$ cat src/rtl/fbr_pkg.sv
// Constants and types for the FIFO burst-read length control block
// Summary of operation
// - With burst enabled, read count sets samples returned per burst read.
// - Each sample is six data bytes plus zero, one or two status bytes.
// - Count is in samples; host reads count times sample byte length.
// - With burst disabled, the read count register is ignored for reads.
// - Read count resets to six and all eight bits read and write.
package fbr_pkg;
  localparam logic [7:0] ADDR_FIFO_CTRL   = 8'h30;
  localparam int         FIFO_BURST_BIT   = 7;
  localparam logic [7:0] ADDR_READ_COUNT  = 8'h4b;
  localparam logic [7:0] ADDR_STATUS_A    = 8'h13;
  localparam logic [7:0] ADDR_STATUS_B    = 8'h14;
  localparam logic [7:0] READ_COUNT_RESET = 8'h06;
  localparam logic [7:0] FIFO_CTRL_RESET  = 8'h00;
  localparam logic [2:0] DATA_BYTES       = 3'h6;
  localparam logic [1:0] STATUS_NONE      = 2'h0;
  localparam logic [1:0] STATUS_ONE       = 2'h1;
  localparam logic [1:0] STATUS_TWO       = 2'h2;
  localparam int         SAMPLE_W         = 48;
  localparam int         FIFO_DEPTH       = 16;

  typedef enum logic [1:0] {
    FBR_IDLE,
    FBR_DATA,
    FBR_STAT
  } fbr_phase_t;

  typedef struct packed {
    logic       wr;
    logic       rd;
    logic [7:0] addr;
    logic [7:0] wdata;
  } fbr_reg_req_t;

  typedef struct packed {
    logic [7:0] fifo_ctrl;
    logic [7:0] burst_read_sample_length;
    logic [7:0] rdata;
    fbr_phase_t phase;
    logic [7:0] samples_left;
    logic [2:0] byte_idx;
    logic [1:0] stat_idx;
    logic [SAMPLE_W-1:0] sample;
    logic [7:0] out_byte;
    logic       out_valid;
    logic       out_last;
    logic       busy;
  } fbr_state_t;
endpackage

$ cat src/rtl/fbr_top.sv
// Burst-read length control: register file, sample FIFO and byte sequencer
`timescale 1ns/100ps
`default_nettype none
module fbr_top (
  input  wire logic                          clk,
  input  wire logic                          resetn,
  input  wire fbr_pkg::fbr_reg_req_t         reg_req,
  output logic                      [7:0]    reg_rdata,
  input  wire logic                          sample_valid,
  output logic                               sample_ready,
  input  wire logic [fbr_pkg::SAMPLE_W-1:0]  sample_data,
  input  wire logic [7:0]                    status_a,
  input  wire logic [7:0]                    status_b,
  input  wire logic [1:0]                    status_bytes,
  input  wire logic                          burst_start,
  output logic                               burst_busy,
  output logic                      [7:0]    burst_byte,
  output logic                               burst_byte_valid,
  output logic                               burst_last,
  input  wire logic                          burst_byte_ready
);
  import fbr_pkg::*;

  fbr_state_t st, next_st;
  logic              fo_valid;
  logic              fo_ready;
  logic [SAMPLE_W-1:0] fo_data;
  logic              fi_ready;

  fbr_fifo #(
    .WIDTH(SAMPLE_W),
    .DEPTH(FIFO_DEPTH)
  ) u_fifo (
    .clk      (clk),
    .resetn   (resetn),
    .in_valid (sample_valid),
    .in_ready (fi_ready),
    .in_data  (sample_data),
    .out_valid(fo_valid),
    .out_ready(fo_ready),
    .out_data (fo_data)
  );

  // Reset image: count and control at their power-on values, all else clear
  localparam fbr_state_t ST_RESET = '{
    fifo_ctrl:                FIFO_CTRL_RESET,
    burst_read_sample_length: READ_COUNT_RESET,
    phase:                    FBR_IDLE,
    default:                  '0
  };

  function automatic logic burst_on(input logic [7:0] ctrl);
    burst_on = ctrl[FIFO_BURST_BIT];
  endfunction

  // Samples sent for one start: the register count only in burst mode
  function automatic logic [7:0] burst_count(input logic [7:0] ctrl,
                                             input logic [7:0] cnt);
    if (burst_on(ctrl)) begin
      burst_count = cnt;
    end else begin
      burst_count = 8'h01;
    end
  endfunction

  function automatic logic [7:0] data_byte(input logic [SAMPLE_W-1:0] s,
                                           input logic [2:0]          i);
    data_byte = s[{i, 3'h0} +: 8];
  endfunction

  // Reserved count three is read as two, so a sample never exceeds eight bytes
  function automatic logic [1:0] stat_limit(input logic [1:0] n);
    if (n > STATUS_TWO) begin
      stat_limit = STATUS_TWO;
    end else begin
      stat_limit = n;
    end
  endfunction

  function automatic logic [7:0] status_pick(input logic [1:0] idx,
                                             input logic [7:0] a,
                                             input logic [7:0] b);
    if (idx == 2'h0) begin
      status_pick = a;
    end else begin
      status_pick = b;
    end
  endfunction

  logic [1:0] stat_cnt;
  logic       out_free;
  assign stat_cnt = stat_limit(status_bytes);
  assign out_free = !st.out_valid || burst_byte_ready;
  // A sample leaves the FIFO only when byte zero of it can be loaded
  assign fo_ready = (st.phase == FBR_DATA) && (st.byte_idx == 3'h0) && out_free;

  // One pass computes the whole next state
  always_comb begin
    next_st = st;
    // Consumer took the byte, so the output slot is free again
    if (st.out_valid && burst_byte_ready) begin
      next_st.out_valid = 1'b0;
      next_st.out_last  = 1'b0;
    end

    if (reg_req.wr) begin
      case (reg_req.addr)
        ADDR_FIFO_CTRL:  next_st.fifo_ctrl = reg_req.wdata;
        ADDR_READ_COUNT: next_st.burst_read_sample_length = reg_req.wdata;
        default: ;
      endcase
    end

    // Read data are registered and answer on the next cycle
    if (reg_req.rd) begin
      case (reg_req.addr)
        ADDR_FIFO_CTRL:  next_st.rdata = st.fifo_ctrl;
        ADDR_READ_COUNT: next_st.rdata = st.burst_read_sample_length;
        ADDR_STATUS_A:   next_st.rdata = status_a;
        ADDR_STATUS_B:   next_st.rdata = status_b;
        default:         next_st.rdata = 8'h00;
      endcase
    end

    // Byte sequencer
    // A start is taken only when idle, so a start while busy is ignored
    case (st.phase)
      FBR_IDLE: begin
        if (burst_start) begin
          next_st.busy = 1'b1;
          next_st.byte_idx = 3'h0;
          next_st.stat_idx = 2'h0;
          next_st.phase = FBR_DATA;
          next_st.samples_left = burst_count(st.fifo_ctrl, st.burst_read_sample_length);
          // A count of zero in burst mode sends nothing
          if (burst_count(st.fifo_ctrl, st.burst_read_sample_length) == 8'h00) begin
            next_st.phase = FBR_IDLE;
            next_st.busy  = 1'b0;
          end
        end
      end

      // Byte zero pops a fresh sample; the other five come from the held copy
      FBR_DATA: begin
        if (out_free) begin
          if (st.byte_idx == 3'h0) begin
            if (fo_valid) begin
              next_st.sample = fo_data;
              next_st.out_byte = data_byte(fo_data, 3'h0);
              next_st.out_valid = 1'b1;
              next_st.byte_idx = 3'h1;
            end
          end else begin
            next_st.out_byte = data_byte(st.sample, st.byte_idx);
            next_st.out_valid = 1'b1;
            if (st.byte_idx == DATA_BYTES - 3'h1) begin
              next_st.byte_idx = 3'h0;
              if (stat_cnt == STATUS_NONE) begin
                next_st.samples_left = st.samples_left - 8'h01;
              end else begin
                next_st.phase = FBR_STAT;
              end
            end else begin
              next_st.byte_idx = st.byte_idx + 3'h1;
            end
          end
        end
        // Close the burst once the last whole sample has been queued
        if (next_st.phase == FBR_DATA && next_st.byte_idx == 3'h0 &&
            next_st.samples_left == 8'h00) begin
          next_st.out_last = next_st.out_valid;
          next_st.phase = FBR_IDLE;
          next_st.busy = 1'b0;
        end
      end

      FBR_STAT: begin
        if (out_free) begin
          next_st.out_byte = status_pick(st.stat_idx, status_a, status_b);
          next_st.out_valid = 1'b1;
          if (st.stat_idx + 2'h1 >= stat_cnt) begin
            next_st.stat_idx = 2'h0;
            next_st.samples_left = st.samples_left - 8'h01;
            next_st.phase = FBR_DATA;
            if (st.samples_left == 8'h01) begin
              next_st.out_last = 1'b1;
              next_st.phase = FBR_IDLE;
              next_st.busy = 1'b0;
            end
          end else begin
            next_st.stat_idx = st.stat_idx + 2'h1;
          end
        end
      end
      default: next_st.phase = FBR_IDLE;
    endcase
  end

  always_ff @(posedge clk or negedge resetn) begin
    if (!resetn) begin
      // Asynchronous reset loads the power-on image
      st <= ST_RESET;
    end else begin
      st <= next_st;
    end
  end

  // Outputs come straight from state flops
  assign sample_ready     = fi_ready;
  assign reg_rdata        = st.rdata;
  assign burst_busy       = st.busy;
  assign burst_byte       = st.out_byte;
  assign burst_byte_valid = st.out_valid;
  assign burst_last       = st.out_last;
endmodule
`default_nettype wire

$ cat src/rtl/fbr_fifo.sv
// Sample FIFO with valid/ready on both sides and registered read data
`timescale 1ns/100ps
`default_nettype none
module fbr_fifo #(
  parameter int WIDTH = 48,
  parameter int DEPTH = 16
) (
  input  wire logic             clk,
  input  wire logic             resetn,
  input  wire logic             in_valid,
  output logic                  in_ready,
  input  wire logic [WIDTH-1:0] in_data,
  output logic                  out_valid,
  input  wire logic             out_ready,
  output logic      [WIDTH-1:0] out_data
);
  localparam int          AW      = $clog2(DEPTH);
  localparam logic [AW:0] DEPTH_W = (AW+1)'(DEPTH);
  typedef struct packed {
    logic [AW:0]      wp;
    logic [AW:0]      rp;
    logic             ov;
    logic             rdy;
    logic [WIDTH-1:0] od;
  } fbr_fifo_st_t;

  logic [WIDTH-1:0] mem [DEPTH];
  fbr_fifo_st_t st, next_st;
  logic        empty, push, pop;
  logic [AW:0] used_n;

  assign empty    = (st.wp == st.rp);
  // Ready is a flop; the output register counts as one of the DEPTH places
  assign in_ready = st.rdy;
  assign push     = in_valid && st.rdy;
  assign pop      = !empty && (!st.ov || out_ready);
  assign out_valid = st.ov;
  assign out_data  = st.od;

  always_comb begin
    next_st = st;
    if (push) begin
      next_st.wp = st.wp + 1'b1;
    end
    if (st.ov && out_ready) begin
      next_st.ov = 1'b0;
    end
    if (pop) begin
      next_st.rp = st.rp + 1'b1;
      next_st.ov = 1'b1;
      next_st.od = mem[st.rp[AW-1:0]];
    end
    used_n      = next_st.wp - next_st.rp;
    next_st.rdy = !((used_n == DEPTH_W) || (next_st.ov && (used_n == DEPTH_W - 1'b1)));
  end

  always_ff @(posedge clk) begin
    if (push) begin
      mem[st.wp[AW-1:0]] <= in_data;
    end
  end

  always_ff @(posedge clk or negedge resetn) begin
    if (!resetn) begin
      st <= '0;
    end else begin
      st <= next_st;
    end
  end
endmodule
`default_nettype wire

$ cat config.mk
export PLATFORM = sky130hd
export DESIGN_NAME = fbr_top
export DESIGN_NICKNAME = d
export VERILOG_FILES = /design/src/rtl/fbr_pkg.sv /design/src/rtl/fbr_top.sv /design/src/rtl/fbr_fifo.sv
export SDC_FILE = /design/constraint.sdc
export NUM_CORES = 1
export LEC_CHECK = 0
export ABC_AREA = 1
export BUFFER_PORTS_ARGS = -buffer_cell sky130_fd_sc_hd__buf_4
export CAP_MARGIN = 20
export CORE_MARGIN = 1.5
export CORE_UTILIZATION = 52
export CTS_BUF_LIST = sky130_fd_sc_hd__clkbuf_8
export DETAILED_ROUTE_END_ITERATION = 10
export PLACE_DENSITY = 0.78
export SETUP_SLACK_MARGIN = 0.5
export SYNTH_ARGS = -nofsm -noshare
export SYNTH_HDL_FRONTEND = slang
export SYNTH_SLANG_ARGS = --single-unit
$ cat constraint.sdc
create_clock -name clk -period 4.35 [get_ports clk]
set_input_delay 0.2175 -clock clk [delete_from_list [all_inputs] [get_ports clk]]
set_output_delay 0.2175 -clock clk [all_outputs]
set_load 0.03 [all_outputs]
; ---- After elaboration in Yosys (flattened, before gate mapping)
; Memories as Yosys holds them, arrays and structs flattened. A register that Yosys moved wholly into a read port is not among the register bits.
; Index checks and enable logic that the tools add are counted.
[op_classes]
shift = 1
eq_ne = 19
mux = 44
reduce_logical = 37
addsub = 6
order_cmp = 2
[ops]
columns = op, count
row1 = 48-bit by 7-bit variable part select with 8-bit output, 1
row2 = 10-bit 2-to-1 mux, 4
row3 = 8-bit 2-to-1 mux, 5
row4 = 8-bit case mux with 4 select lines, 1
row5 = 9-bit 2-to-1 mux, 3
row6 = 13-bit 2-to-1 mux, 2
row7 = 8-bit case mux with 3 select lines, 1
row8 = 10-bit case mux with 2 select lines, 1
row9 = 2-bit 2-to-1 mux, 9
row10 = 8-bit by 5-bit == test with 1-bit output (second input constant), 2
row11 = 8-bit zero test, 2
row12 = 15-bit 2-to-1 mux, 1
row13 = 4-bit AND reduction, 3
row14 = 11-bit 2-to-1 mux, 1
row15 = 5-bit by 1-bit adder with 5-bit output (second input constant), 2
row16 = 2-bit != test (second input constant), 5
row17 = 1-bit logical AND, 9
row18 = 3-bit 2-to-1 mux, 3
row19 = 8-bit by 1-bit == test with 1-bit output (second input constant), 1
row20 = 8-bit by 6-bit == test with 1-bit output (second input constant), 1
row21 = 8-bit by 7-bit == test with 1-bit output (second input constant), 1
row22 = 8-bit by 1-bit subtractor with 8-bit output (second input constant), 1
row23 = 1-bit 2-to-1 mux, 7
row24 = 2-bit zero test, 3
row25 = other kinds (27), 40
[totals]
n_memories = 1
inputBits = 89
ramBits = 768
output_inout_bits = 20
register_bits = 110
wordCells = 126
[mem_list]
columns = name, words, word_bits, rd, rd_clocked_by_memory_dff, write_ports, line_no
row1 = u_fifo.mem, 16, 48, 1, 1, 1, fbr_fifo.sv:27  ; logic [WIDTH-1:0] mem [DEPTH];

; ---- Longest topological paths before layout
; Gate-level depths: netlist of the first run.
[depth]
word_depth = 13
mapped_depth = 20
depth_no_buf = 18

; ---- Modules after synthesis
; A second synthesis of the first run with hierarchy kept.
[hier_totals]
hier_cells = 3100
hier_area_um2 = 38027.7
[modules_own_cells]
columns = module, cells_per_inst, n_inst, seq_area_each_um2, area_each_um2
row1 = fbr_fifo, 2448, 1, 24563.6, 32745.2
row2 = fbr_top, 652, 1, 2279.7, 5282.6

; ---- Worst setup path before layout of the first run
; Ideal clock, no wire load.
[synth_timing]
path_type = register to register
start = reg u_fifo.st, in the netlist u_fifo.in_ready
end = mem u_fifo.mem[7][0], enable pin
period_less_slack_ns = 4.605
n_path_buf = 0
arrival_time_ns = 4.092
setup_time_ns = 0.513
required_ns = 3.837
path_stages_with_launch = 3
slack_ns = -0.255
path_cell_list = dfrtp_1 > nand2_1 > nor3_1
[synth_between]
elab_chain_cells = 3
[synth_rtl]
columns = item, line_no
row1 = "start, declared", fbr_fifo.sv:28  ; fbr_fifo_st_t st, next_st;
row2 = "start signal, assigned", fbr_fifo.sv:67  ; st <= next_st;
row3 = 1-bit logical AND, fbr_fifo.sv:35  ; assign push = in_valid && st.rdy;
row4 = 1-bit 2-to-1 mux, fbr_fifo.sv:58  ; if (push) begin
row5 = 1-bit 2-to-1 mux (implied by the code), fbr_fifo.sv:59  ; mem[st.wp[AW-1:0]] <= in_data;
row6 = "end, declared", fbr_fifo.sv:27
; No other way between the ends.

==> results of run 1 <==
## layer usage
| layer | vias up | track usage | wire length, um |
|---|---|---|---|
| met5 | - | 0 | 50 |
| met4 | 8 | 0.121 | 3670 |
| met3 | 243 | 0.0588 | 9580 |
| met2 | 1531 | 0.399 | 44400 |
| met1 | 12500 | 0.341 | 37200 |
| li1 | 11300 | - | - |
## worst paths after layout
path                            startpoint              end
setup / recovery                    st[73]  u_fifo.in_ready
hold / removal             status_bytes[0]           st[59]
setup reg to reg                    st[73]  u_fifo.in_ready
hold reg to reg                     st[44]           st[44]
max in group asynchronous           resetn           st[43]
min in group asynchronous           resetn       burst_busy
## stage by stage
stage,std cells,util
final,4235,0.604
after detailed placement,3862,0.548
after floorplan,2968,-
after CTS,4231,0.604
after global placement,3862,0.548
after global routing,4234,0.604
## cells by family after synthesis
group                    Yosys count
AND/OR/NAND/NOR                  799
XOR/XNOR                          14
buffers and inverters            337
multiplexers                       1
AO/OA/AOI/OAI                    875
adder cells (fa/ha/maj)           19
flip-flops                       923
## synthesized netlist by cell type, types with 4 or more instances
cell type,count,share of area
sky130_fd_sc_hd__buf_4,21,0.0042
sky130_fd_sc_hd__nand3_1,57,0.0076
sky130_fd_sc_hd__a22oi_1,5,0.0010
sky130_fd_sc_hd__xor2_1,9,0.0021
sky130_fd_sc_hd__edfxtp_1,768,0.62
sky130_fd_sc_hd__inv_1,124,0.012
sky130_fd_sc_hd__nor3_1,10,0.0013
sky130_fd_sc_hd__nor2_1,491,0.049
sky130_fd_sc_hd__a22o_1,4,0.00094
sky130_fd_sc_hd__o22ai_1,130,0.022
sky130_fd_sc_hd__a2bb2oi_1,6,0.0014
sky130_fd_sc_hd__nand2_1,209,0.021
sky130_fd_sc_hd__o21ai_0,469,0.063
sky130_fd_sc_hd__dfrtp_1,153,0.10
sky130_fd_sc_hd__ha_1,18,0.0060
sky130_fd_sc_hd__o211ai_1,25,0.0050
sky130_fd_sc_hd__xnor2_1,4,0.00094
sky130_fd_sc_hd__a221oi_1,29,0.0068
sky130_fd_sc_hd__buf_2,35,0.0047
sky130_fd_sc_hd__nand4_1,8,0.0013
sky130_fd_sc_hd__a21oi_1,79,0.011
sky130_fd_sc_hd__a221oi_2,20,0.0080
sky130_fd_sc_hd__a211oi_1,4,0.00080
sky130_fd_sc_hd__clkbuf_1,137,0.014
sky130_fd_sc_hd__buf_1,7,0.00070
sky130_fd_sc_hd__o221ai_1,90,0.021
sky130_fd_sc_hd__inv_2,7,0.00070
## flip-flops by register name (all words and copies together) (netlist names)
signal	flops
u_fifo.out_valid	1
st	76
u_fifo.st	10
u_fifo.out_data	48
u_fifo.in_ready	1
burst_byte_valid	1
burst_byte	8
reg_rdata	8
burst_busy	1
u_fifo.mem	768
burst_last	1
## final cells by class
class,count,area [um2]
clock inverter,97,624
clock buffer,172,2370
fill,5192,28200
sequential,923,27000
antenna,4,10.0
multi-input combinational,1708,9100
inverter,134,515
timing repair buffer,247,2250
tap,950,1190
## power breakdown
part	total (uW)	leakage, uW	internal (uW)	switching [uW]
registers	11700	0.00873	11000	740
clock network	7380	0.00174	4030	3350
logic	10000	0.00486	3000	7030
## cell usage in the layout (no fill, tap or decap), drive strengths merged, types with 28 or more instances in the layout
cell,n
edfxtp,768
nor2,497
o21ai,473
nand2,214
inv,192
clkbuf,172
dfrtp,153
buf,147
o22ai,130
dlygate4sd3,100
o221ai,90
a21oi,79
nand3,58
a221oi,49
clkinv,28
## worst register-to-register path, delay by kind of cell (launching register included)
| family | cells | cell delay (ns) |
|---|---|---|
| adder cells (fa/ha/maj) | 3 | 1.02 |
| flip-flops | 1 | 0.41 |
| XOR/XNOR | 2 | 0.34 |
| AO/OA/AOI/OAI | 2 | 0.52 |
| buffers and inverters | 3 | 0.23 |
| AND/OR/NAND/NOR | 6 | 0.79 |
==> results.json, run 1 <==
{
  "worstSetupStartpointType": "register",
  "routability_driven_placement_congestion_ratio": 0.881,
  "timing.critical_path.cells": "inv_1 -> ha_1 -> nand2_4 -> o21ai_2 -> nand2_4 -> xor2_1 -> inv_1 -> ha_1 -> fa_1 -> o21ai_0 -> xor2_1 -> or2_1 -> nand2_1 -> nand2_1 -> nand2_1 -> inv_1",
  "setup.worst_path.end_class": "register",
  "post_cts_buffers": 0,
  "clock_root_buffer": "sky130_fd_sc_hd__clkbuf_8",
  "fmaxAchievable_mhz": 293,
  "drt_first_pass_iters": 7,
  "grt_setup_unrepaired": "no",
  "worst_path_dominant_cell_family": "adder cells",
  "top_level_ports": 109,
  "timing.max_cap.violations": 0,
  "vias": 25700,
  "viasPerCell": 6.06,
  "placeableCoreArea_mm2": 0.0712,
  "worst_hold_path.num_cells": 7,
  "critPathKind": "reg -> reg",
  "dp_hpwl_um": 47400,
  "clk_pin_slew_worst_paths_ns": 0.06,
  "share_of_the_synthesized_area_in_compound_gates_ao_oa_aoi_oai": 0.143,
  "hold_path.class": "in -> reg",
  "die_h_um": 271,
  "cp.arrival_ns": 4.12,
  "floorplan.die_area_mm2": 0.0734,
  "yosys-mux-area-fraction": 0.000268,
  "grt_pass1_vias": 24500,
  "run_status": "finished clean",
  "clock_skew_ns": 0.0467,
  "yosys_register_bits": 923,
  "synth_fp_nets": 3076,
  "synth-xor-area-share": 0.00349,
  "cp.depth": 16,
  "synth.distinct_cells": 54,
  "cts.repair.resized": 0,
  "design_power_total_uw": 29100,
  "final_max_slew_viol_count": 0,
  "ys.flop_type": "sky130_fd_sc_hd__edfxtp_1",
  "hold_slack_ns": 0.0509,
  "core.rowCount": 98,
  "timing.final.crit_share": 0.785,
  "cts-buffers-inserted": 144,
  "placed_cell_area_mm2": 0.0390,
  "detail_route.drc_violations": 0,
  "combinational_family_with_the_most_area_after_synthesis": "compound AO/OA/AOI/OAI gates",
  "r2r_cells": 16,
  "setup_tns_ns": 0,
  "timing.critical_path.slowest_stage_cell": "sky130_fd_sc_hd__fa_1",
  "pin_count_of_the_biggest_net_entering_global_routing": 200,
  "layout_min_cycle_time_ns": 3.41,
  "worst_slew_pin_slew_ns": 1.09,
  "wirelength_um": 94900,
  "initial_core_util": 0.524,
  "peakVddDrop_uv": 660,
  "cts_tree": "yes",
  "detailedRoute.firstIterationViolations": 3360,
  "r2r_slack_ns": 0.94,
  "tritoncts_num_sinks": 923,
  "die_width_um": 271,
  "clock_path_buffers": 3,
  "globalRouteTotalUtil": 0.256,
  "grt_antenna_before_repair": 7,
  "cts_hold_buf": 100,
  "finalSetupViolCount": 0,
  "syn_area_mm2": 0.0373,
  "timing.critical_path.fanout_max": 22,
  "synth_enable_flop_cells": 768,
  "place_worst_setup_slack_ns": 0.953,
  "grt_pass1_wl_um": 143000,
  "post_synth.cell_area_avg_um2": 12.6,
  "crit_buf_inv": 3,
  "postLayoutCellArea_mm2": 0.0430,
  "buffer_ports.inserted": 108,
  "required_time_at_the_worst_slack_endpoint_ns": 5.06,
  "htreeDepth": 4,
  "nets": 3266,
  "relative_slew_slack": 0.272,
  "report.final.hold_viol_count": 0,
  "synth_simple_gate_area_share": 0.0868,
  "finalWorstSetupSlack_ns": 0.937,
  "p_per_area_mw_per_mm2": 678,
  "insertion_delay_ns": 0.82,
  "fraction_of_layout_instances_using_a_drive_strength_above_1": 0.129,
  "globalRouteOverflowTotal": 0,
  "synthesis_warning_total": 0,
  "delay_of_the_slowest_critical_path_stage_ns": 0.45,
  "synth_adder_area_share": 0.00657,
  "asyncSetResetFlopFracSynth": 0.168,
  "relative_area_change_from_synthesis_to_final_layout_pct": 15.2,
  "remaining_antenna_violation_count_after_routing": 0,
  "power.leakage_uw": 0.0153,
  "detail_route.wl_per_cell_um": 22.4,
  "postSynthCellCount": 2968,
  "ys_seq_area_frac": 0.722
}
Power figures use the tool's default switching activity.
==> run 2: changes to the inputs <==
- PLACE_DENSITY: 0.78 -> 0.75
- clock period: 4.35 -> 3.4 ns (I/O delays scaled with it)
==> results.json, run 2 (synthesis results as in run 1) <==
{
  "critical_path.most_common_cell": "sky130_fd_sc_hd__nand2_1",
  "setup.worst_path.end_class": "register",
  "cts-buffers-inserted": 145,
  "tritoncts_num_sinks": 923,
  "failing_checks": "slew limit",
  "fin_cells": 4252,
  "viasPerCell": 6.17,
  "die_h_um": 271,
  "required_time_at_the_worst_slack_endpoint_ns": 4.11,
  "drt_first_pass_iters": 6,
  "grt_pass1_vias": 25500,
  "delay_of_the_slowest_critical_path_stage_ns": 0.42,
  "hold_path.class": "in -> reg",
  "run_status": "finished, violations left",
  "most_common_library_cell_in_the_layout_ignoring_fill_and_taps": "sky130_fd_sc_hd__edfxtp_1",
  "worstReg2RegEnd": "u_fifo.in_ready",
  "clock_path_buffers": 3,
  "cp.arrival_ns": 3.51,
  "core.rowCount": 98,
  "timing.critical_path.fanout_max": 7,
  "worst_slew_pin_slew_ns": 1.52,
  "final.fill_count": 5291,
  "die_width_um": 271,
  "initial_core_util": 0.524,
  "detail_route.wl_per_cell_um": 23.6,
  "pin_count_of_the_biggest_net_entering_global_routing": 281,
  "timing.max_cap.violations": 0,
  "relative_area_change_from_synthesis_to_final_layout_pct": 15.6,
  "design_power_total_uw": 37000,
  "peakVddDrop_uv": 917,
  "htreeDepth": 4,
  "worst_path_dominant_cell_family": "simple AND/OR/NAND/NOR gates",
  "buffer_ports.inserted": 108,
  "timing.critical_path.slowest_stage_cell": "sky130_fd_sc_hd__dfrtp_1",
  "r2r_slack_ns": 0.60,
  "largest_register_ffs": 768,
  "floorplan.die_area_mm2": 0.0734,
  "relative_slew_slack": -0.0124,
  "crit_buf_inv": 2,
  "grt_antenna_before_repair": 5,
  "cts_tree": "yes",
  "grt_setup_unrepaired": "yes",
  "layout_min_cycle_time_ns": 2.80,
  "report.final.hold_viol_count": 0,
  "wirelength_um": 100000,
  "fraction_of_layout_instances_using_a_drive_strength_above_1": 0.128,
  "startpoint": "st[73]",
  "globalRouteTotalUtil": 0.270,
  "final_max_slew_viol_count": 80,
  "startpoint_of_the_lowest_slack_register_to_register_path": "st[73]",
  "postLayoutCellArea_mm2": 0.0432,
  "top_level_ports": 109,
  "clock_root_buffer": "sky130_fd_sc_hd__clkbuf_8",
  "cp.depth": 16,
  "dp_hpwl_um": 51200,
  "timing.final.crit_share": 0.823,
  "detailedRoute.firstIterationViolations": 3710,
  "critPathKind": "reg -> reg",
  "fmaxAchievable_mhz": 357,
  "insertion_delay_ns": 0.82,
  "placed_cell_area_mm2": 0.0394,
  "grt_pass1_wl_um": 151000,
  "routability_driven_placement_congestion_ratio": 0.892,
  "clk_pin_slew_worst_paths_ns": 0.06,
  "r2r_cells": 16,
  "nets": 3287,
  "p_per_area_mw_per_mm2": 856,
  "crit_path_end": "u_fifo.in_ready",
  "detail_route.drc_violations": 0,
  "power.leakage_uw": 0.0154,
  "finalSetupViolCount": 0,
  "remaining_antenna_violation_count_after_routing": 0,
  "placeableCoreArea_mm2": 0.0712,
  "timing.critical_path.cells": "inv_2 -> ha_4 -> nand2_4 -> o21ai_4 -> nand2_4 -> nor4_4 -> xor2_2 -> ha_1 -> a21oi_1 -> o21ai_2 -> xor2_1 -> or2_1 -> nand2_1 -> nand2_1 -> nand2_1 -> inv_1",
  "worstSetupStartpointType": "register",
  "placed_cells": 3877,
  "globalRouteOverflowTotal": 0,
  "vias": 26200,
  "clock_skew_ns": 0.0465,
  "final_cell_mix": "sky130_fd_sc_hd__edfxtp_1 (768), sky130_fd_sc_hd__nor2_1 (476), sky130_fd_sc_hd__o21ai_0 (467)"
}
[run 2: cell count changes in the layout (fill, tap and decap cells not counted), sizes merged]
cell         before  now
dlygate4sd3     100  103
bufinv            7    2
buf             147  164
inv             192  212
diode             4    3
clkinv           28   33
clkbuf          172  150
[run 2: power breakdown]
part           switching, uW  total (uW)  internal (uW)
clock network           4360        8660           4300
registers                848       14900          14100
logic                   9310       13400           4080
[run 2: layout make-up]
type | count | area, um2 | area share
Sequential cell | 923 | 27000 | 0.625
Clock buffer | 150 | 2060 | 0.0478
Tap cell | 950 | 1190 | 0.0275
Inverter | 134 | 515 | 0.0119
Timing Repair Buffer | 267 | 2690 | 0.0623
Antenna cell | 3 | 7.51 | 0.000174
Multi-Input combinational cell | 1708 | 9140 | 0.212
Clock inverter | 117 | 599 | 0.0139
[run 2: worst min path at each step]
stage,from,end,slack [ns],cells past startpoint
detailed placement,resetn,u_fifo.st[59],0.25,1
finish,reg_req[8],reg_rdata[1],0.07,5
CTS,reg_req[8],reg_rdata[1],0.01,5
floorplan,resetn,burst_busy,-0.13,0
global route,reg_req[11],reg_rdata[1],0.08,6
global placement,resetn,st[69],0.23,1
[run 2: per-layer routing]
metal  share of wire  GRT usage
met1            0.40      0.369
met2            0.48      0.429
met3           0.099     0.0582
met4           0.028     0.0982
met5         0.00023          0
[run 2: timing repair]
action | in CTS | in global routing
buffers inserted | 0 | 1
setup endpoints to repair | 1 | 5
gates resized for setup | 5 | 5
hold endpoints to repair | 932 | 0
pin swaps | 0 | 1
hold buffers | 104 | 0
[run 2: worst reg2reg max path, cell delays in order, from the launching register on]
cell                      delay, ns
sky130_fd_sc_hd__dfrtp_1       0.42
sky130_fd_sc_hd__inv_2         0.13
sky130_fd_sc_hd__ha_4          0.20
sky130_fd_sc_hd__nand2_4       0.10
sky130_fd_sc_hd__o21ai_4       0.18
sky130_fd_sc_hd__nand2_4       0.11
sky130_fd_sc_hd__nor4_4        0.18
sky130_fd_sc_hd__xor2_2        0.20
sky130_fd_sc_hd__ha_1          0.29
sky130_fd_sc_hd__a21oi_1       0.19
sky130_fd_sc_hd__o21ai_2       0.08
sky130_fd_sc_hd__xor2_1        0.17
sky130_fd_sc_hd__or2_1         0.25
sky130_fd_sc_hd__nand2_1       0.06
sky130_fd_sc_hd__nand2_1       0.04
sky130_fd_sc_hd__nand2_1       0.06
sky130_fd_sc_hd__inv_1         0.04
[run 2: metrics by stage]
step                setup TNS (ns)  hold slack [ns]   util  worst slack [ns]
finish                           0           0.0708  0.606             0.600
global route                     0           0.0764  0.606             0.426
CTS                              0           0.0146  0.605             0.514
detailed placement               0            0.252  0.553             0.272
global placement                 0            0.235  0.553             0.320
floorplan                   -45.08           -0.126      -           -0.0674
